--- src/fcs_defines.vh ---
`ifndef FCS_DEFINES_VH
`define FCS_DEFINES_VH
`define FCS_OFF_STAT 8'h00
`define FCS_OFF_DATA 8'h04
`define FCS_OFF_CTRL 8'h08
`define FCS_OFF_TIME 8'h0C
`define FCS_OFF_PRECOMP 8'h10
`define FCS_OFF_CFG 8'h14
`define FCS_OFF_MODE 8'h18
`define FCS_ST_RQM 0
`define FCS_ST_DIO 1
`define FCS_ST_BUSY 2
`define FCS_ST_EXEC 3
`define FCS_ST_DRQ 4
`define FCS_OPC_CFG 8'h13
`define FCS_OPC_DUMP 8'h0E
`define FCS_OPC_MODE 8'h01
`define FCS_OPC_IDENT 8'h18
`define FCS_OPC_PERP 8'h12
`define FCS_OPC_LOCK 7'h14
`define FCS_OPC_FMT 7'h0D
`define FCS_OPC_RDID 7'h0A
`define FCS_OPC_RDAT 5'h06
`define FCS_OPC_RDEL 5'h0C
`define FCS_CMD_CFG 0
`define FCS_CMD_DUMP 1
`define FCS_CMD_FMT 2
`define FCS_CMD_LOCK 3
`define FCS_CMD_MODE 4
`define FCS_CMD_IDENT 5
`define FCS_CMD_PERP 6
`define FCS_CMD_RDAT 7
`define FCS_CMD_RDEL 8
`define FCS_CMD_RDID 9
`define FCS_CMD_INV 10
`define FCS_NP_CFG 4'h3
`define FCS_NP_FMT 4'h5
`define FCS_NP_MODE 4'h4
`define FCS_NP_PERP 4'h1
`define FCS_NP_READ 4'h8
`define FCS_NP_RDID 4'h1
`define FCS_NR_DUMP 4'hA
`define FCS_NR_STAT 4'h7
`define FCS_NR_ONE 4'h1
`define FCS_INVALID_ST0 8'h80
// arbitrary identification value
`define FCS_IDENT_BYTE 8'h5A
`endif

--- src/fcs_cmd_decode.v ---
`timescale 1ns/1ns
`include "fcs_defines.vh"
module fcs_cmd_decode (
  input wire [7:0] opcode, // first command byte
  output reg [10:0] cmdSel, // one-hot command
  output reg [3:0] paramCount // bytes that follow the opcode
);
  always @* begin
    cmdSel = 11'h000;
    paramCount = 4'h0;
    if (opcode == `FCS_OPC_CFG) begin
      cmdSel[`FCS_CMD_CFG] = 1'b1;
      paramCount = `FCS_NP_CFG;
    end else if (opcode == `FCS_OPC_DUMP) begin
      cmdSel[`FCS_CMD_DUMP] = 1'b1;
    end else if (opcode == `FCS_OPC_MODE) begin
      cmdSel[`FCS_CMD_MODE] = 1'b1;
      paramCount = `FCS_NP_MODE;
    end else if (opcode == `FCS_OPC_IDENT) begin
      cmdSel[`FCS_CMD_IDENT] = 1'b1;
    end else if (opcode == `FCS_OPC_PERP) begin
      cmdSel[`FCS_CMD_PERP] = 1'b1;
      paramCount = `FCS_NP_PERP;
    end else if (opcode[6:0] == `FCS_OPC_LOCK) begin
      cmdSel[`FCS_CMD_LOCK] = 1'b1;
    end else if ({opcode[7], opcode[5:0]} == `FCS_OPC_FMT) begin
      cmdSel[`FCS_CMD_FMT] = 1'b1;
      paramCount = `FCS_NP_FMT;
    end else if ({opcode[7], opcode[5:0]} == `FCS_OPC_RDID) begin
      cmdSel[`FCS_CMD_RDID] = 1'b1;
      paramCount = `FCS_NP_RDID;
    end else if (opcode[4:0] == `FCS_OPC_RDAT) begin
      cmdSel[`FCS_CMD_RDAT] = 1'b1;
      paramCount = `FCS_NP_READ;
    end else if (opcode[4:0] == `FCS_OPC_RDEL) begin
      cmdSel[`FCS_CMD_RDEL] = 1'b1;
      paramCount = `FCS_NP_READ;
    end else begin
      cmdSel[`FCS_CMD_INV] = 1'b1;
    end
  end
endmodule // fcs_cmd_decode

--- src/fcs_result_queue.v ---
`timescale 1ns/1ns
module fcs_result_queue #(
  parameter DEPTH = 10,
  parameter W = 8
) (
  input wire core_clk, // controller clock
  input wire arst_n, // async reset, active low
  input wire load, // replace contents with loadBytes
  input wire [3:0] loadCount, // number of valid bytes
  input wire [DEPTH*W-1:0] loadBytes, // byte 0 in low bits
  input wire pop, // host took the head byte
  output wire [W-1:0] headByte, // next result byte
  output wire empty // nothing left to read
);
  reg [W-1:0] mem [0:DEPTH-1];
  reg [3:0] rdPtr_q;
  reg [3:0] cnt_q;
  integer i;
  assign headByte = mem[rdPtr_q];
  assign empty = (cnt_q == 4'h0);
  always @(posedge core_clk) begin
    if (load) begin
      for (i = 0; i < DEPTH; i = i + 1) begin
        mem[i] <= loadBytes[i*W +: W];
      end
    end
  end
  always @(posedge core_clk or negedge arst_n) begin
    if (!arst_n) begin
      rdPtr_q <= 4'h0;
      cnt_q <= 4'h0;
    end else if (load) begin
      rdPtr_q <= 4'h0;
      cnt_q <= loadCount;
    end else if (pop && !empty) begin
      rdPtr_q <= rdPtr_q + 4'h1;
      cnt_q <= cnt_q - 4'h1;
    end
  end
endmodule // fcs_result_queue

--- src/fcs_cmd_sequencer.v ---
// The APB interface to the registers and the address map were left to the implementer.
`timescale 1ns/1ns
`include "fcs_defines.vh"
module fcs_cmd_sequencer (
  input wire core_clk, // controller clock, 100 MHz
  input wire arst_n, // async reset, active low
  input wire psel, // apb select
  input wire penable, // apb access phase
  input wire pwrite, // apb direction
  input wire [7:0] paddr, // apb byte address
  input wire [31:0] pwdata, // apb write data
  output wire [31:0] prdata, // apb read data
  output wire pready, // apb ready
  output wire pslverr, // unmapped address
  output wire engStart, // one-cycle start of execution
  output wire [7:0] engOpcode, // opcode being executed
  output wire [63:0] engParams, // parameter bytes, byte 0 low
  output wire [7:0] fillPattern, // format data fill byte
  input wire [7:0] diskByte, // byte read from disk
  input wire diskByteValid, // diskByte offered
  output wire diskByteReady, // holding slot is free
  output wire [7:0] fmtIdByte, // id byte for the formatter
  output wire fmtIdValid, // fmtIdByte is pending
  input wire fmtIdTake, // formatter took fmtIdByte
  input wire execDone, // one-cycle end of execution
  input wire [23:0] execStatus, // three status bytes
  input wire [31:0] execChrn, // track, head, sector, size
  output wire drq, // dma request level
  output wire impliedSeekEnable, // configured implied seek
  output wire fifoDisable, // configured fifo off
  output wire pollDisable, // configured polling off
  output wire [3:0] fifoThreshold, // configured threshold
  output wire [7:0] precompStartTrack, // configured track
  output wire [3:0] perpSelect, // per-drive perpendicular
  output wire [1:0] perpGapGate, // gap and write gate bits
  output wire lockState, // lock bit
  output wire [31:0] modeBytes // mode parameters
);
  localparam [4:0] S_IDLE = 5'b00001;
  localparam [4:0] S_PARAM = 5'b00010;
  localparam [4:0] S_DISP = 5'b00100;
  localparam [4:0] S_EXEC = 5'b01000;
  localparam [4:0] S_RES = 5'b10000;

  reg [4:0] state_q;
  reg [7:0] opcode_q;
  reg [10:0] cmd_q;
  reg [3:0] paramIdx_q;
  reg [3:0] paramCnt_q;
  reg [63:0] paramBuf_q;
  reg engStart_q;
  reg [7:0] fillPat_q;
  reg [31:0] prdata_q;
  reg pready_q;
  reg pslverr_q;
  reg ctrlDma_q;
  reg [15:0] timing_q;
  reg [31:0] drvPrecomp_q;
  reg [6:0] cfg_q;
  reg [7:0] startTrk_q;
  reg [3:0] perpDrv_q;
  reg [1:0] perpGw_q;
  reg lock_q;
  reg [31:0] mode_q;
  reg lastWasFmt_q;
  reg [7:0] spt_q;
  reg [7:0] eot_q;
  reg [7:0] dataOut_q;
  reg avail_q;
  reg diskReady_q;
  reg [7:0] fmtByte_q;
  reg fmtFull_q;
  reg [9:0] fmtCnt_q;
  reg drq_q;

  wire [10:0] decCmd;
  wire [3:0] decNp;
  wire [7:0] qHead;
  wire qEmpty;

  wire setup = psel & ~penable;
  wire acc = psel & penable & pready_q;
  wire dataWr = acc & pwrite & (paddr == `FCS_OFF_DATA);
  wire dataRd = acc & ~pwrite & (paddr == `FCS_OFF_DATA);
  wire inExec = state_q[3];
  wire inRes = state_q[4];
  wire isRead = cmd_q[`FCS_CMD_RDAT] | cmd_q[`FCS_CMD_RDEL];
  wire isFmt = cmd_q[`FCS_CMD_FMT];
  wire [9:0] fmtTotal = {spt_q, 2'b00};
  wire fmtRoom = inExec & isFmt & ~fmtFull_q & (fmtCnt_q != fmtTotal);
  wire fmtPush = dataWr & fmtRoom;
  wire diskTake = inExec & isRead & diskByteValid & diskReady_q;
  wire hostTake = dataRd & inExec & isRead & avail_q;
  wire availD = (avail_q | diskTake) & ~hostTake;
  wire fmtFullD = fmtPush | (fmtFull_q & ~fmtIdTake);
  wire [9:0] fmtCntD = fmtPush ? fmtCnt_q + 10'h001 : fmtCnt_q;
  wire [7:0] sptEot = lastWasFmt_q ? spt_q : eot_q;

  fcs_cmd_decode u_dec (
    .opcode(pwdata[7:0]),
    .cmdSel(decCmd),
    .paramCount(decNp)
  );

  // result bytes are built in one place so the queue is loaded in a single cycle
  reg resLoad;
  reg [3:0] resCount;
  reg [79:0] resBytes;
  always @* begin
    resLoad = 1'b0;
    resCount = 4'h0;
    resBytes = 80'h0;
    if (state_q == S_DISP) begin
      if (cmd_q[`FCS_CMD_DUMP]) begin
        resLoad = 1'b1;
        resCount = `FCS_NR_DUMP;
        resBytes = {startTrk_q, 1'b0, cfg_q,
          lock_q, 1'b0, perpDrv_q, perpGw_q,
          sptEot, timing_q[15:8], timing_q[7:0], drvPrecomp_q};
      end else if (cmd_q[`FCS_CMD_LOCK]) begin
        resLoad = 1'b1;
        resCount = `FCS_NR_ONE;
        resBytes = {72'h0, 3'b000, opcode_q[7], 4'b0000};
      end else if (cmd_q[`FCS_CMD_IDENT]) begin
        resLoad = 1'b1;
        resCount = `FCS_NR_ONE;
        resBytes = {72'h0, `FCS_IDENT_BYTE};
      end else if (cmd_q[`FCS_CMD_INV]) begin
        resLoad = 1'b1;
        resCount = `FCS_NR_ONE;
        resBytes = {72'h0, `FCS_INVALID_ST0};
      end
    end else if (inExec && execDone) begin
      resLoad = 1'b1;
      resCount = `FCS_NR_STAT;
      if (isFmt) begin
        resBytes = {56'h0, execStatus};
      end else begin
        resBytes = {24'h0, execChrn, execStatus};
      end
    end
  end

  fcs_result_queue #(
    .DEPTH(10),
    .W(8)
  ) u_res (
    .core_clk(core_clk),
    .arst_n(arst_n),
    .load(resLoad),
    .loadCount(resCount),
    .loadBytes(resBytes),
    .pop(dataRd & inRes),
    .headByte(qHead),
    .empty(qEmpty)
  );

  reg mapped;
  reg [31:0] rdMux;
  always @* begin
    mapped = 1'b1;
    rdMux = 32'h0000_0000;
    case (paddr)
      `FCS_OFF_STAT: begin
        rdMux[`FCS_ST_RQM] = state_q[0] | state_q[1] | (inRes & ~qEmpty) |
          (inExec & isRead & avail_q) | fmtRoom;
        rdMux[`FCS_ST_DIO] = inRes | (inExec & isRead);
        rdMux[`FCS_ST_BUSY] = ~state_q[0];
        rdMux[`FCS_ST_EXEC] = inExec;
        rdMux[`FCS_ST_DRQ] = drq_q;
      end
      `FCS_OFF_DATA: begin
        if (inRes) begin
          rdMux[7:0] = qHead;
        end else if (inExec && isRead && avail_q) begin
          rdMux[7:0] = dataOut_q;
        end
      end
      `FCS_OFF_CTRL: rdMux[0] = ctrlDma_q;
      `FCS_OFF_TIME: rdMux[15:0] = timing_q;
      `FCS_OFF_PRECOMP: rdMux = drvPrecomp_q;
      `FCS_OFF_CFG: rdMux = {startTrk_q, 1'b0, cfg_q, 2'b00, perpDrv_q, perpGw_q, 7'h00, lock_q};
      `FCS_OFF_MODE: rdMux = mode_q;
      default: mapped = 1'b0;
    endcase
  end

  // zero-wait apb: ready rises in the access cycle right after setup
  always @(posedge core_clk or negedge arst_n) begin
    if (!arst_n) begin
      prdata_q <= 32'h0000_0000;
      pready_q <= 1'b0;
      pslverr_q <= 1'b0;
      ctrlDma_q <= 1'b0;
      timing_q <= 16'h0000;
      drvPrecomp_q <= 32'h0000_0000;
    end else begin
      pready_q <= setup;
      // error stands only beside ready, not until the next setup
      pslverr_q <= setup & ~mapped;
      if (setup) begin
        prdata_q <= pwrite ? 32'h0000_0000 : rdMux;
      end
      if (acc && pwrite) begin
        if (paddr == `FCS_OFF_CTRL) begin
          ctrlDma_q <= pwdata[0];
        end
        if (paddr == `FCS_OFF_TIME) begin
          timing_q <= pwdata[15:0];
        end
        if (paddr == `FCS_OFF_PRECOMP) begin
          drvPrecomp_q <= pwdata;
        end
      end
    end
  end

  always @(posedge core_clk or negedge arst_n) begin
    if (!arst_n) begin
      state_q <= S_IDLE;
      opcode_q <= 8'h00;
      cmd_q <= 11'h000;
      paramIdx_q <= 4'h0;
      paramCnt_q <= 4'h0;
      paramBuf_q <= 64'h0;
      engStart_q <= 1'b0;
      fillPat_q <= 8'h00;
      cfg_q <= 7'h00;
      startTrk_q <= 8'h00;
      perpDrv_q <= 4'h0;
      perpGw_q <= 2'b00;
      lock_q <= 1'b0;
      mode_q <= 32'h0000_0000;
      lastWasFmt_q <= 1'b0;
      spt_q <= 8'h00;
      eot_q <= 8'h00;
    end else begin
      engStart_q <= 1'b0;
      case (state_q)
        S_IDLE: begin
          if (dataWr) begin
            opcode_q <= pwdata[7:0];
            cmd_q <= decCmd;
            paramCnt_q <= decNp;
            paramIdx_q <= 4'h0;
            state_q <= (decNp == 4'h0) ? S_DISP : S_PARAM;
          end
        end
        S_PARAM: begin
          if (dataWr) begin
            paramBuf_q[{paramIdx_q[2:0], 3'b000} +: 8] <= pwdata[7:0];
            paramIdx_q <= paramIdx_q + 4'h1;
            if (paramIdx_q + 4'h1 == paramCnt_q) begin
              state_q <= S_DISP;
            end
          end
        end
        S_DISP: begin
          state_q <= S_RES;
          if (cmd_q[`FCS_CMD_CFG]) begin
            cfg_q <= paramBuf_q[14:8];
            startTrk_q <= paramBuf_q[23:16];
            state_q <= S_IDLE;
          end
          if (cmd_q[`FCS_CMD_MODE]) begin
            mode_q <= paramBuf_q[31:0];
            state_q <= S_IDLE;
          end
          if (cmd_q[`FCS_CMD_PERP]) begin
            perpGw_q <= paramBuf_q[1:0];
            if (paramBuf_q[7]) begin
              perpDrv_q <= paramBuf_q[5:2];
            end
            state_q <= S_IDLE;
          end
          if (cmd_q[`FCS_CMD_LOCK]) begin
            lock_q <= opcode_q[7];
          end
          if (isFmt) begin
            spt_q <= paramBuf_q[23:16];
            fillPat_q <= paramBuf_q[39:32];
            lastWasFmt_q <= 1'b1;
          end
          if (isRead) begin
            eot_q <= paramBuf_q[47:40];
            lastWasFmt_q <= 1'b0;
          end
          if (isFmt || isRead || cmd_q[`FCS_CMD_RDID]) begin
            engStart_q <= 1'b1;
            state_q <= S_EXEC;
          end
        end
        S_EXEC: begin
          if (execDone) begin
            state_q <= S_RES;
          end
        end
        S_RES: begin
          if (qEmpty) begin
            state_q <= S_IDLE;
          end
        end
        default: state_q <= S_IDLE;
      endcase
    end
  end

  // execution data: one holding byte each way, so each side stalls the other
  always @(posedge core_clk or negedge arst_n) begin
    if (!arst_n) begin
      dataOut_q <= 8'h00;
      avail_q <= 1'b0;
      diskReady_q <= 1'b0;
      fmtByte_q <= 8'h00;
      fmtFull_q <= 1'b0;
      fmtCnt_q <= 10'h000;
      drq_q <= 1'b0;
    end else begin
      if (diskTake) begin
        dataOut_q <= diskByte;
      end
      if (engStart_q) begin
        avail_q <= 1'b0;
        fmtFull_q <= 1'b0;
        fmtCnt_q <= 10'h000;
      end else begin
        avail_q <= availD;
        fmtFull_q <= fmtFullD;
        fmtCnt_q <= fmtCntD;
      end
      if (fmtPush) begin
        fmtByte_q <= pwdata[7:0];
      end
      diskReady_q <= inExec & isRead & ~availD & ~execDone;
      drq_q <= ctrlDma_q & inExec & ~execDone & ((isRead & availD) |
        (isFmt & ~fmtFullD & (fmtCntD != fmtTotal)));
    end
  end

  assign prdata = prdata_q;
  assign pready = pready_q;
  assign pslverr = pslverr_q;
  assign engStart = engStart_q;
  assign engOpcode = opcode_q;
  assign engParams = paramBuf_q;
  assign fillPattern = fillPat_q;
  assign diskByteReady = diskReady_q;
  assign fmtIdByte = fmtByte_q;
  assign fmtIdValid = fmtFull_q;
  assign drq = drq_q;
  assign impliedSeekEnable = cfg_q[6];
  assign fifoDisable = cfg_q[5];
  assign pollDisable = cfg_q[4];
  assign fifoThreshold = cfg_q[3:0];
  assign precompStartTrack = startTrk_q;
  assign perpSelect = perpDrv_q;
  assign perpGapGate = perpGw_q;
  assign lockState = lock_q;
  assign modeBytes = mode_q;
endmodule // fcs_cmd_sequencer

--- config.mk ---
export PLATFORM = sky130hd
export DESIGN_NAME = fcs_cmd_sequencer
export DESIGN_NICKNAME = d
export VERILOG_FILES = /design/src/fcs_cmd_decode.v /design/src/fcs_result_queue.v /design/src/fcs_cmd_sequencer.v
export VERILOG_INCLUDE_DIRS = /design/src
export SDC_FILE = /design/constraint.sdc
export NUM_CORES = 1
export LEC_CHECK = 0
export ABC_AREA = 0
export BUFFER_PORTS_ARGS = -buffer_cell sky130_fd_sc_hd__buf_2
export CORE_UTILIZATION = 40
export CTS_BUF_LIST = sky130_fd_sc_hd__clkbuf_16
export DETAILED_ROUTE_END_ITERATION = 16
export GPL_TIMING_DRIVEN = 0
export HOLD_SLACK_MARGIN = 0.05
export PLACE_DENSITY = 0.62
export REMOVE_ABC_BUFFERS = 1
export SLEW_MARGIN = 20
export SYNTH_ARGS = -nofsm -noshare
export SYNTH_HDL_FRONTEND = slang
export SYNTH_HIERARCHICAL = 1
export SYNTH_SLANG_ARGS = --single-unit
--- constraint.sdc ---
create_clock -name core_clk -period 9.17 [get_ports core_clk]
set_input_delay 1.3755 -clock core_clk [delete_from_list [all_inputs] [get_ports core_clk]]
set_output_delay 1.3755 -clock core_clk [all_outputs]
set_load 0.01 [all_outputs]
==> results of run 1 <==
## cell type report
type | count | area [µm²] | area share
Tap cell | 539 | 674 | 0.0326
Clock inverter | 34 | 206 | 0.00998
Multi-Input combinational cell | 910 | 6980 | 0.338
Timing Repair Buffer | 322 | 1870 | 0.0903
Inverter | 20 | 80.1 | 0.00387
Sequential cell | 377 | 9840 | 0.476
Antenna cell | 5 | 12.5 | 0.000605
Clock buffer | 41 | 1030 | 0.0496
## placed cells by master (no fill, tap or decap), types with 8 or more instances in the layout
| cell type | count |
|---|---|
| a21oi_1 | 50 |
| a221o_1 | 9 |
| a22o_1 | 54 |
| and3_1 | 24 |
| buf_2 | 289 |
| buf_4 | 16 |
| buf_6 | 8 |
| clkbuf_16 | 41 |
| dfrtp_1 | 294 |
| edfxtp_1 | 80 |
| inv_1 | 33 |
| mux2_2 | 211 |
| mux2i_1 | 53 |
| mux4_2 | 8 |
| nand2_1 | 131 |
| nand2b_1 | 17 |
| nand3_1 | 14 |
| nor2_1 | 69 |
| nor3_1 | 18 |
| nor3b_1 | 12 |
| nor4_1 | 9 |
| o21ai_0 | 69 |
| o21ai_1 | 10 |
| xnor2_1 | 14 |
| xor2_1 | 13 |
## registers in the layout, indices dropped and copies added (netlist names), 2 cells and up
| signal | cells |
|---|---|
| cmd_q | 11 |
| fmtIdByte | 8 |
| u_res/cnt_q | 4 |
| fmtCnt_q | 10 |
| state_q | 5 |
| paramCnt_q | 4 |
| prdata | 32 |
| engParams | 64 |
| eot_q | 8 |
| modeBytes | 32 |
| timing_q | 16 |
| u_res/rdPtr_q | 4 |
| precompStartTrack | 8 |
| spt_q | 8 |
| perpSelect | 4 |
| drvPrecomp_q | 32 |
| fillPattern | 8 |
| paramIdx_q | 4 |
| perpGapGate | 2 |
| engOpcode | 8 |
| cfg_q | 7 |
| dataOut_q | 8 |
| u_res/mem | 80 |
## layer usage
layer / up-vias / wire length, µm
li1: 5677 / -
met1: 6472 / 24200
met2: 497 / 25800
met3: 82 / 3840
met4: 2 / 1420
met5: - / 12
## power groups by stage
stage	clock network (W)	registers (W)	logic (W)
after floorplan	0	0.00176	0.0000592
after global placement	0	0.00176	0.000154
after detailed placement	0	0.00176	0.000166
after CTS	0.00157	0.00173	0.000166
final	0.00154	0.00173	0.000165
after global routing	0.00163	0.00173	0.000181
## cells in the mapped netlist (all sizes together), types with 13 or more instances
cell / count / area, µm²
clkbuf: 56 / 211
inv: 18 / 70.1
nand2: 132 / 495
edfxtp: 80 / 2400
nor3: 23 / 148
mux2i: 53 / 531
nand3: 17 / 100
xor2: 13 / 114
and3: 25 / 156
a22o: 54 / 473
buf: 30 / 168
nand2b: 18 / 113
o21ai: 79 / 395
nor2: 71 / 267
nor4: 13 / 124
dfrtp: 296 / 7410
a21oi: 51 / 259
mux2: 213 / 2410
xnor2: 14 / 123
## worst min-delay path by stage
| stage | from | to | slack [ns] | cells past startpoint |
|---|---|---|---|---|
| 2_1_floorplan | paramIdx_q[3]$_DFFE_PN0P_ | paramIdx_q[3]$_DFFE_PN0P_ | 0.47 | 2 |
| 3_3_place_gp | prdata[3]$_DFFE_PN0P_ | prdata[3]$_DFFE_PN0P_ | 0.46 | 2 |
| 3_5_place_dp | prdata[16]$_DFFE_PN0P_ | prdata[16]$_DFFE_PN0P_ | 0.47 | 2 |
| 4_1_cts | prdata[16]$_DFFE_PN0P_ | prdata[16]$_DFFE_PN0P_ | 0.48 | 2 |
| 5_1_grt | prdata[16]$_DFFE_PN0P_ | prdata[16]$_DFFE_PN0P_ | 0.49 | 2 |
| 6_report | prdata[16]$_DFFE_PN0P_ | prdata[16]$_DFFE_PN0P_ | 0.48 | 2 |
## per-stage QoR
stage,cells,util
CTS,2243,0.489
detailed placement,2168,0.460
finish,2248,0.490
global placement,2137,0.449
floorplan,1307,-
global route,2245,0.490
## worst max-delay path, cell delays in order, from the launching register on
cell and delay (ns):
dfrtp_1 0.64, nor3_1 0.41, and3b_2 0.69, nand2_1 0.50, o211ai_1 0.40, buf_4 0.26
buf_4 0.17, buf_4 0.18, buf_4 0.18, buf_4 0.19, buf_4 0.18
## kinds of logic (layout without fill, tap and decap cells)
| kind of cell | Yosys count | after routing | synth area share |
|---|---|---|---|
| flip-flops | 377 | 377 | 0.571 |
| AND/OR/NAND/NOR | 362 | 362 | 0.110 |
| multiplexers | 274 | 274 | 0.181 |
| AO/OA/AOI/OAI | 238 | 238 | 0.0925 |
| buffers and inverters | 106 | 417 | 0.0265 |
| XOR/XNOR | 27 | 27 | 0.0137 |
| adder cells (fa/ha/maj) | 7 | 7 | 0.00509 |
| other | 1 | 7 | 0.000218 |
==> flow_summary_export.csv, run 1 <==
group,metric,value,unit
worst_setup_path,critPathRequiredTime,9.43,ns
yosys,ys_ff_latch,377,
sta,finalHoldViolations,0,
worst_setup_path,endpoint,"u_res/mem[2][2]$_DFFE_PP_",
worst_hold_path,hold_path_class,"flop to flop",
power,p_switching,0.000803,W
yosys,synth_area,17200,µm²
detailed_routing,routed_via_density,5.66,
grt,grt_remaining_overflow,0,
yosys,syn_avg_cell_area,12.4,µm²
grt,grt_max_degree,98,
sta,finalCritPeriodShare,0.448,
worst_setup_path,critPathKind,"flop to flop",
worst_setup_path,worstRegToRegCells,10,
power,total_power,0.00344,W
floorplan,rows,75,
sta,worstMarginPinSlew,1.15,ns
power,ir_worst_vdd,0.104,mV
detailed_routing,drtPass1Iterations,5,
detailed_routing,vias,12700,
status,outcome,"finished clean",
yosys,synth.distinct_cells,78,
cells_and_area,drive_above_1_share,0.370,
sta,tns,0,ns
clock_network,cts_max_level,2,
floorplan,die_area,43900,µm²
detailed_routing,routedWlPerCell,24.6,µm
sta,fin_ws,5.06,ns
detailed_routing,dr.first_iter.drc_count,1055,
floorplan,io_pins,292,
floorplan,die_h,210,µm
sta,finalCriticalPeriod,4.11,ns
clock_network,clk_latency,0.55,ns
power,p_int,0.00264,W
grt,grt.busiest_layer,"met2",
grt,grt_use_total,0.253,
sta,rsz0062_at_grt,"no",
detailed_routing,ant_nets,0,
worst_setup_path,reg2reg_from,"state_q[4]$_DFFE_PN0P_",
cells_and_area,design_area,20700,µm²
placement,pre_cts_slack,4.52,ns
detailed_routing,drc,0,
grt,grt_pass1_vias,12900,
sta,max_freq,243,MHz
clock_network,postCtsSetupBuffers,0,
placement,placed_area,19400,µm²
placement,routabilityCongestion,0.843,
power,combPwrFrac,0.048,
sta,clock_skew,0.0184,ns
worst_setup_path,crit_path_start_kind,"flop",
floorplan,core_area,42200,µm²
clock_network,path_clk_slew,0.06,ns
grt,use_met2,0.402,
worst_setup_path,worst_ep_arrival_time,4.37,ns
clock_network,cts_hold_buffers,0,
floorplan,initial_utilization,0.408,
yosys,syn_inst,1392,
worst_setup_path,startpoint,"state_q[4]$_DFFE_PN0P_",
power,clkPwrFrac,0.448,
cells_and_area,area_growth,20.1,%
yosys,ys_seq_area_frac,0.571,
job,max_cap_viol_count,0,
yosys,ys_async_sr_fraction,0.788,
placement,hpwl,38700,µm
clock_network,cts_tree,"done",
clock_network,cts_resized,0,
worst_setup_path,r2r_setup_slack,5.06,ns
detailed_routing,routed_wl,55300,µm
sta,maxSlewViolCount,0,
power,p_leak,9.96,nW
clock_network,root_buffer,"clkbuf_16",
sta,slew_headroom,0.235,
grt,antenna_found_initial,5,
clock_network,cts-buffers-inserted,41,
worst_setup_path,r2r-end,"u_res/mem[2][2]$_DFFE_PP_",
yosys,synth-edff-count,80,
power,swShare,0.233,
worst_setup_path,path_max_fanout,31,
sta,setup_viol,0,
clock_network,clock_path_buffers,3,
sta,worst_hold_slack,0.476,ns
worst_setup_path,worstSetupEndpointType,"flop",
yosys,yosys_most_used_dff,"dfrtp_1",
power,pwr-share-seq,0.504,
yosys,yosysWarnings,6,
floorplan,fp.dieW,210,µm
cells_and_area,nNetsFinal,1791,
placement,portBuffers,291,
cells_and_area,fill_cells,3838,
grt,met1_usage,0.351,
grt,grt.met3_usage,0.0489,
power,p_per_area,166,nW/µm²
grt,grt_pass1_wl,82500,µm
clock_network,cts.sinks,377,
(Power assumes the default switching activity.)
==> run 2, diff against run 1 <==
--- a/config.mk
+++ b/config.mk
@@ -13,7 +13,7 @@
 export DETAILED_ROUTE_END_ITERATION = 16
 export GPL_TIMING_DRIVEN = 0
 export HOLD_SLACK_MARGIN = 0.05
-export PLACE_DENSITY = 0.62
+export PLACE_DENSITY = 0.64
 export REMOVE_ABC_BUFFERS = 1
 export SLEW_MARGIN = 20
 export SYNTH_ARGS = -nofsm -noshare
==> constraint.sdc (replaced) <==
create_clock -name core_clk -period 3.4 [get_ports core_clk]
set_input_delay 0.51 -clock core_clk [delete_from_list [all_inputs] [get_ports core_clk]]
set_output_delay 0.51 -clock core_clk [all_outputs]
set_load 0.01 [all_outputs]
==> flow_summary_export.csv, run 2 (same netlist as run 1, synthesis figures left out) <==
group,metric,value,unit
cells_and_area,drive_above_1_share,0.382,
detailed_routing,vias,13000,
sta,tns,0,ns
cells_and_area,area_growth,21.6,%
cells_and_area,fill_cells,3838,
grt,grt_max_degree,97,
sta,maxSlewViolCount,0,
detailed_routing,ant_nets,0,
grt,antenna_found_initial,13,
clock_network,root_buffer,"clkbuf_16",
grt,grt_pass1_vias,12900,
cells_and_area,final_cell_mix,"dfrtp_1 (293), buf_2 (289), mux2_2 (211)",
cells_and_area,instances_no_fill,2260,
floorplan,fp.dieW,210,µm
worst_hold_path,hold_path_class,"primary input to flop",
worst_setup_path,worstSetupEndpointType,"flop",
clock_network,cts_max_level,2,
worst_setup_path,crit_path_start_kind,"flop",
worst_setup_path,crit_path_top_delay_cell,"or4_1",
placement,dp.cells,2168,
cells_and_area,largest_register_ffs,80,
cells_and_area,regMostFlops,"u_res/mem",
floorplan,rows,75,
placement,hpwl,39100,µm
clock_network,path_clk_slew,0.06,ns
clock_network,cts-buffers-inserted,42,
placement,pre_cts_slack,-0.878,ns
job,max_cap_viol_count,0,
worst_setup_path,cp_num_buf_inv,0,
placement,portBuffers,291,
detailed_routing,drc,0,
detailed_routing,routedWlPerCell,25.0,µm
power,p_leak,10.1,nW
worst_setup_path,slowest_delay,0.75,ns
sta,rsz0062_at_grt,"no",
worst_setup_path,r2r_setup_slack,0.16,ns
grt,grt_use_total,0.254,
floorplan,io_pins,292,
cells_and_area,nNetsFinal,1798,
sta,finalCriticalPeriod,3.24,ns
status,outcome,"finished clean",
sta,fin_ws,0.158,ns
clock_network,clk_latency,0.56,ns
cells_and_area,layout_commonest_cell,"dfrtp_1",
cells_and_area,post-route-util,0.496,
worst_setup_path,crit_family,"simple AND/OR/NAND/NOR gates",
detailed_routing,routed_wl,56500,µm
worst_setup_path,path_max_fanout,22,
detailed_routing,dr.first_iter.drc_count,932,
floorplan,die_h,210,µm
sta,worstMarginPinSlew,1.12,ns
placement,routabilityCongestion,0.860,
detailed_routing,drtPass1Iterations,7,
sta,slew_headroom,0.249,
worst_setup_path,critPathRequiredTime,3.84,ns
floorplan,die_area,43900,µm²
sta,setup_viol,0,
power,p_per_area,470,nW/µm²
clock_network,clock_path_buffers,3,
worst_setup_path,cp_cell_sequence,"nor3_4 -> nand3b_1 -> or4_1 -> nor4_4 -> mux2_2",
grt,grt_remaining_overflow,0,
sta,finalCritPeriodShare,0.954,
sta,finalHoldViolations,0,
power,ir_worst_vdd,0.433,mV
worst_setup_path,worst_ep_arrival_time,3.68,ns
clock_network,cts_tree,"done",
clock_network,cts.sinks,377,
floorplan,core_area,42200,µm²
worst_setup_path,critPathKind,"flop to flop",
detailed_routing,routed_via_density,5.73,
sta,max_freq,308,MHz
grt,grt_pass1_wl,83100,µm
sta,clock_skew,0.0184,ns
floorplan,initial_utilization,0.408,
sta,worst_hold_slack,0.186,ns
run 2: final timing paths:
check                                       startpoint                           end  cells past startpoint
max in group asynchronous                       arst_n    fillPattern[7]$_DFFE_PN0P_                      4
worst min-delay path                        pwdata[17]  drvPrecomp_q[17]$_DFFE_PN0P_                      2
worst max-delay path            state_q[4]$_DFFE_PN0P_      engParams[6]$_DFFE_PN0P_                      5
worst min register to register   prdata[2]$_DFFE_PN0P_         prdata[2]$_DFFE_PN0P_                      2
worst max register to register  state_q[4]$_DFFE_PN0P_      engParams[6]$_DFFE_PN0P_                      5
min in group asynchronous                       arst_n        prdata[31]$_DFFE_PN0P_                      2
run 2: timing repair:
action / in CTS / in global routing
gates resized for setup: 6 / 3
endpoints found under the hold margin: 30 / 0
hold buffers: 1 / 0
setup buffers: 2 / 2
pin swaps: 2 / 2
gates cloned: 1 / 0
setup endpoints to repair: 111 / 31
run 2: report_power, final:
group          internal [W]  switching (W)
registers           0.00463      0.0000621
logic              0.000164       0.000339
clock network       0.00274        0.00192
total               0.00753        0.00232
run 2: routing by layer:
metal	part of all wire	GRT usage	vias to the layer above	routed length, µm
met1	0.43	0.352	6619	24400
met5	0.0011	0	-	62
met4	0.028	0.0891	10	1610
li1	-	-	5680	-
met3	0.069	0.0485	102	3920
met2	0.47	0.401	541	26500
run 2: area by class of cell:
class                   instances  area (µm²)  share of cell area
multi-input cells             911        7020               0.335
clock buffers                  44        1100              0.0526
diodes                          8        20.0            0.000956
flip-flops and latches        377        9840               0.470
well taps                     539         674              0.0322
inverters                      20        80.1             0.00382
repair buffers                327        1910              0.0913
clock inverters                34         303              0.0145
run 2: metrics by stage:
stage	cell area, µm²	power [W]
3_3_place_gp	19000	0.00518
2_1_floorplan	16800	0.00491
3_5_place_dp	19400	0.00521
4_1_cts	20900	0.00990
6_report	20900	0.00985
5_1_grt	20900	0.0101
==> run 3, diff against run 2 <==
--- a/config.mk
+++ b/config.mk
@@ -13,6 +13,7 @@
 export DETAILED_ROUTE_END_ITERATION = 16
 export GPL_TIMING_DRIVEN = 0
 export HOLD_SLACK_MARGIN = 0.05
+export MAX_ROUTING_LAYER = met4
 export PLACE_DENSITY = 0.64
 export REMOVE_ABC_BUFFERS = 1
 export SLEW_MARGIN = 20
==> flow_summary_export.csv, run 3 (same netlist as run 1, synthesis figures left out) <==
group,metric,value,unit
job,max_cap_viol_count,0,
detailed_routing,top_layer,"met4",
worst_setup_path,slowest_delay,0.84,ns
worst_setup_path,cp_cell_sequence,"inv_1 -> ha_1 -> xnor2_1 -> a41oi_1 -> a2111oi_0 -> o221ai_1 -> o21a_1",
detailed_routing,routedWlPerCell,24.9,µm
detailed_routing,routed_wl,56300,µm
detailed_routing,ant_nets,0,
worst_setup_path,worstRegToRegCells,7,
cells_and_area,area_growth,20.7,%
placement,pre_cts_slack,-0.718,ns
worst_setup_path,crit_path_top_delay_cell,"a2111oi_0",
clock_network,path_clk_slew,0.06,ns
worst_setup_path,critPathRequiredTime,3.87,ns
floorplan,core_area,42200,µm²
sta,worstMarginPinSlew,1.11,ns
sta,fin_ws,0.105,ns
floorplan,rows,75,
sta,worst_hold_slack,0.183,ns
floorplan,fp.dieW,210,µm
cells_and_area,fill_cells,3837,
clock_network,cts_tree,"done",
worst_setup_path,worstSetupEndpointType,"flop",
sta,finalCritPeriodShare,0.969,
worst_setup_path,r2r-end,"state_q[0]$_DFFE_PN1P_",
worst_setup_path,worst_ep_arrival_time,3.77,ns
worst_setup_path,critPathKind,"flop to flop",
detailed_routing,routed_via_density,5.71,
detailed_routing,drtPass1Iterations,6,
cells_and_area,largest_register_ffs,80,
floorplan,initial_utilization,0.408,
floorplan,io_pins,292,
cells_and_area,layout_commonest_cell,"dfrtp_1",
cells_and_area,post-route-util,0.492,
detailed_routing,dr.first_iter.drc_count,1086,
cells_and_area,nNetsFinal,1797,
detailed_routing,wl_met1,23800,µm
sta,max_freq,303,MHz
worst_setup_path,endpoint,"state_q[0]$_DFFE_PN1P_",
grt,antenna_found_initial,7,
power,total_power,0.00937,W
worst_hold_path,hold_path_class,"primary input to flop",
placement,routabilityCongestion,0.852,
placement,hpwl,39400,µm
detailed_routing,drc,0,
sta,clock_skew,0.0243,ns
worst_setup_path,r2r_setup_slack,0.11,ns
sta,setup_viol,0,
clock_network,cts_max_level,2,
status,outcome,"finished clean",
sta,finalHoldViolations,0,
grt,grt_remaining_overflow,0,
sta,slew_headroom,0.260,
detailed_routing,met2_wirelength,26400,µm
grt,grt_use_total,0.263,
sta,rsz0062_at_grt,"no",
grt,grt_pass1_vias,12900,
cells_and_area,regMostFlops,"u_res/mem",
grt,grt_max_degree,96,
power,ir_worst_vdd,0.310,mV
worst_setup_path,path_max_fanout,12,
power,p_per_area,451,nW/µm²
sta,finalCriticalPeriod,3.29,ns
clock_network,cts-buffers-inserted,42,
worst_setup_path,reg2reg_from,"paramIdx_q[0]$_DFFE_PN0P_",
sta,maxSlewViolCount,0,
detailed_routing,vias,12900,
worst_setup_path,crit_path_start_kind,"flop",
power,p_leak,9.97,nW
clock_network,root_buffer,"clkbuf_16",
grt,grt_pass1_wl,83500,µm
clock_network,cts.sinks,377,
cells_and_area,drive_above_1_share,0.377,
floorplan,die_h,210,µm
clock_network,clock_path_buffers,3,
placement,portBuffers,291,
cells_and_area,final_cell_mix,"dfrtp_1 (293), buf_2 (289), mux2_2 (211)",
floorplan,die_area,43900,µm²
detailed_routing,met3_wirelength,4360,µm
clock_network,clk_latency,0.56,ns
worst_setup_path,startpoint,"paramIdx_q[0]$_DFFE_PN0P_",
sta,tns,0,ns
-- run 3: where the power goes --
part / switching, W / total [W] / internal [W]
combinational: 0.000336 / 0.000501 / 0.000165
clock: 0.00187 / 0.00418 / 0.00230
sequential: 0.0000606 / 0.00469 / 0.00463
total: 0.00227 / 0.00937 / 0.00710
-- run 3: area by class of cell --
class | count | area, µm² | share of cell area
Antenna cell | 8 | 20.0 | 0.000963
Inverter | 20 | 80.1 | 0.00385
Sequential cell | 377 | 9840 | 0.473
Multi-Input combinational cell | 911 | 7020 | 0.338
Tap cell | 539 | 674 | 0.0324
Clock inverter | 35 | 179 | 0.00861
Timing Repair Buffer | 326 | 1900 | 0.0915
Clock buffer | 43 | 1080 | 0.0518
-- run 3: per-layer routing --
| layer | GRT usage | vias to the layer above |
|---|---|---|
| li1 | - | 5676 |
| met1 | 0.354 | 6545 |
| met2 | 0.408 | 589 |
| met3 | 0.0453 | 89 |
| met4 | 0.0823 | 0 |
| met5 | - | - |
-- run 3: how the worst min path moves through the flow --
| stage | from | endpoint | cells past startpoint |
|---|---|---|---|
| 3_5_place_dp | arst_n | prdata[23]$_DFFE_PN0P_ | 1 |
| 6_report | diskByte[0] | dataOut_q[0]$_DFFE_PN0P_ | 2 |
| 4_1_cts | diskByte[0] | dataOut_q[0]$_DFFE_PN0P_ | 2 |
| 3_3_place_gp | prdata[16]$_DFFE_PN0P_ | prdata[16]$_DFFE_PN0P_ | 2 |
| 5_1_grt | pwdata[18] | drvPrecomp_q[18]$_DFFE_PN0P_ | 2 |
| 2_1_floorplan | arst_n | avail_q$_DFF_PN0_ | 0 |
-- run 3: worst max-delay path: cells and delay by family (launching register included) --
family          cells  cell delay [ns]
compound gates      4             1.53
xor+xnor            1             0.17
fa+ha+maj           1             0.65
buf+inv             1             0.21
flops               1             0.67
-- run 3: stage by stage --
stage / cell area [µm²] / cells
2_1_floorplan: 16800 / 1307
3_3_place_gp: 19000 / 2137
3_5_place_dp: 19400 / 2168
4_1_cts: 20700 / 2249
5_1_grt: 20800 / 2258
6_report: 20800 / 2259
-- run 3: repair_timing --
item | in CTS | in global routing
hold endpoints to repair | 22 | 0
setup buffers | 1 | 2
hold buffers | 1 | 0
resized for setup | 5 | 3
gates cloned | 1 | 0
pin swaps | 1 | 1
setup endpoints to repair | 83 | 33
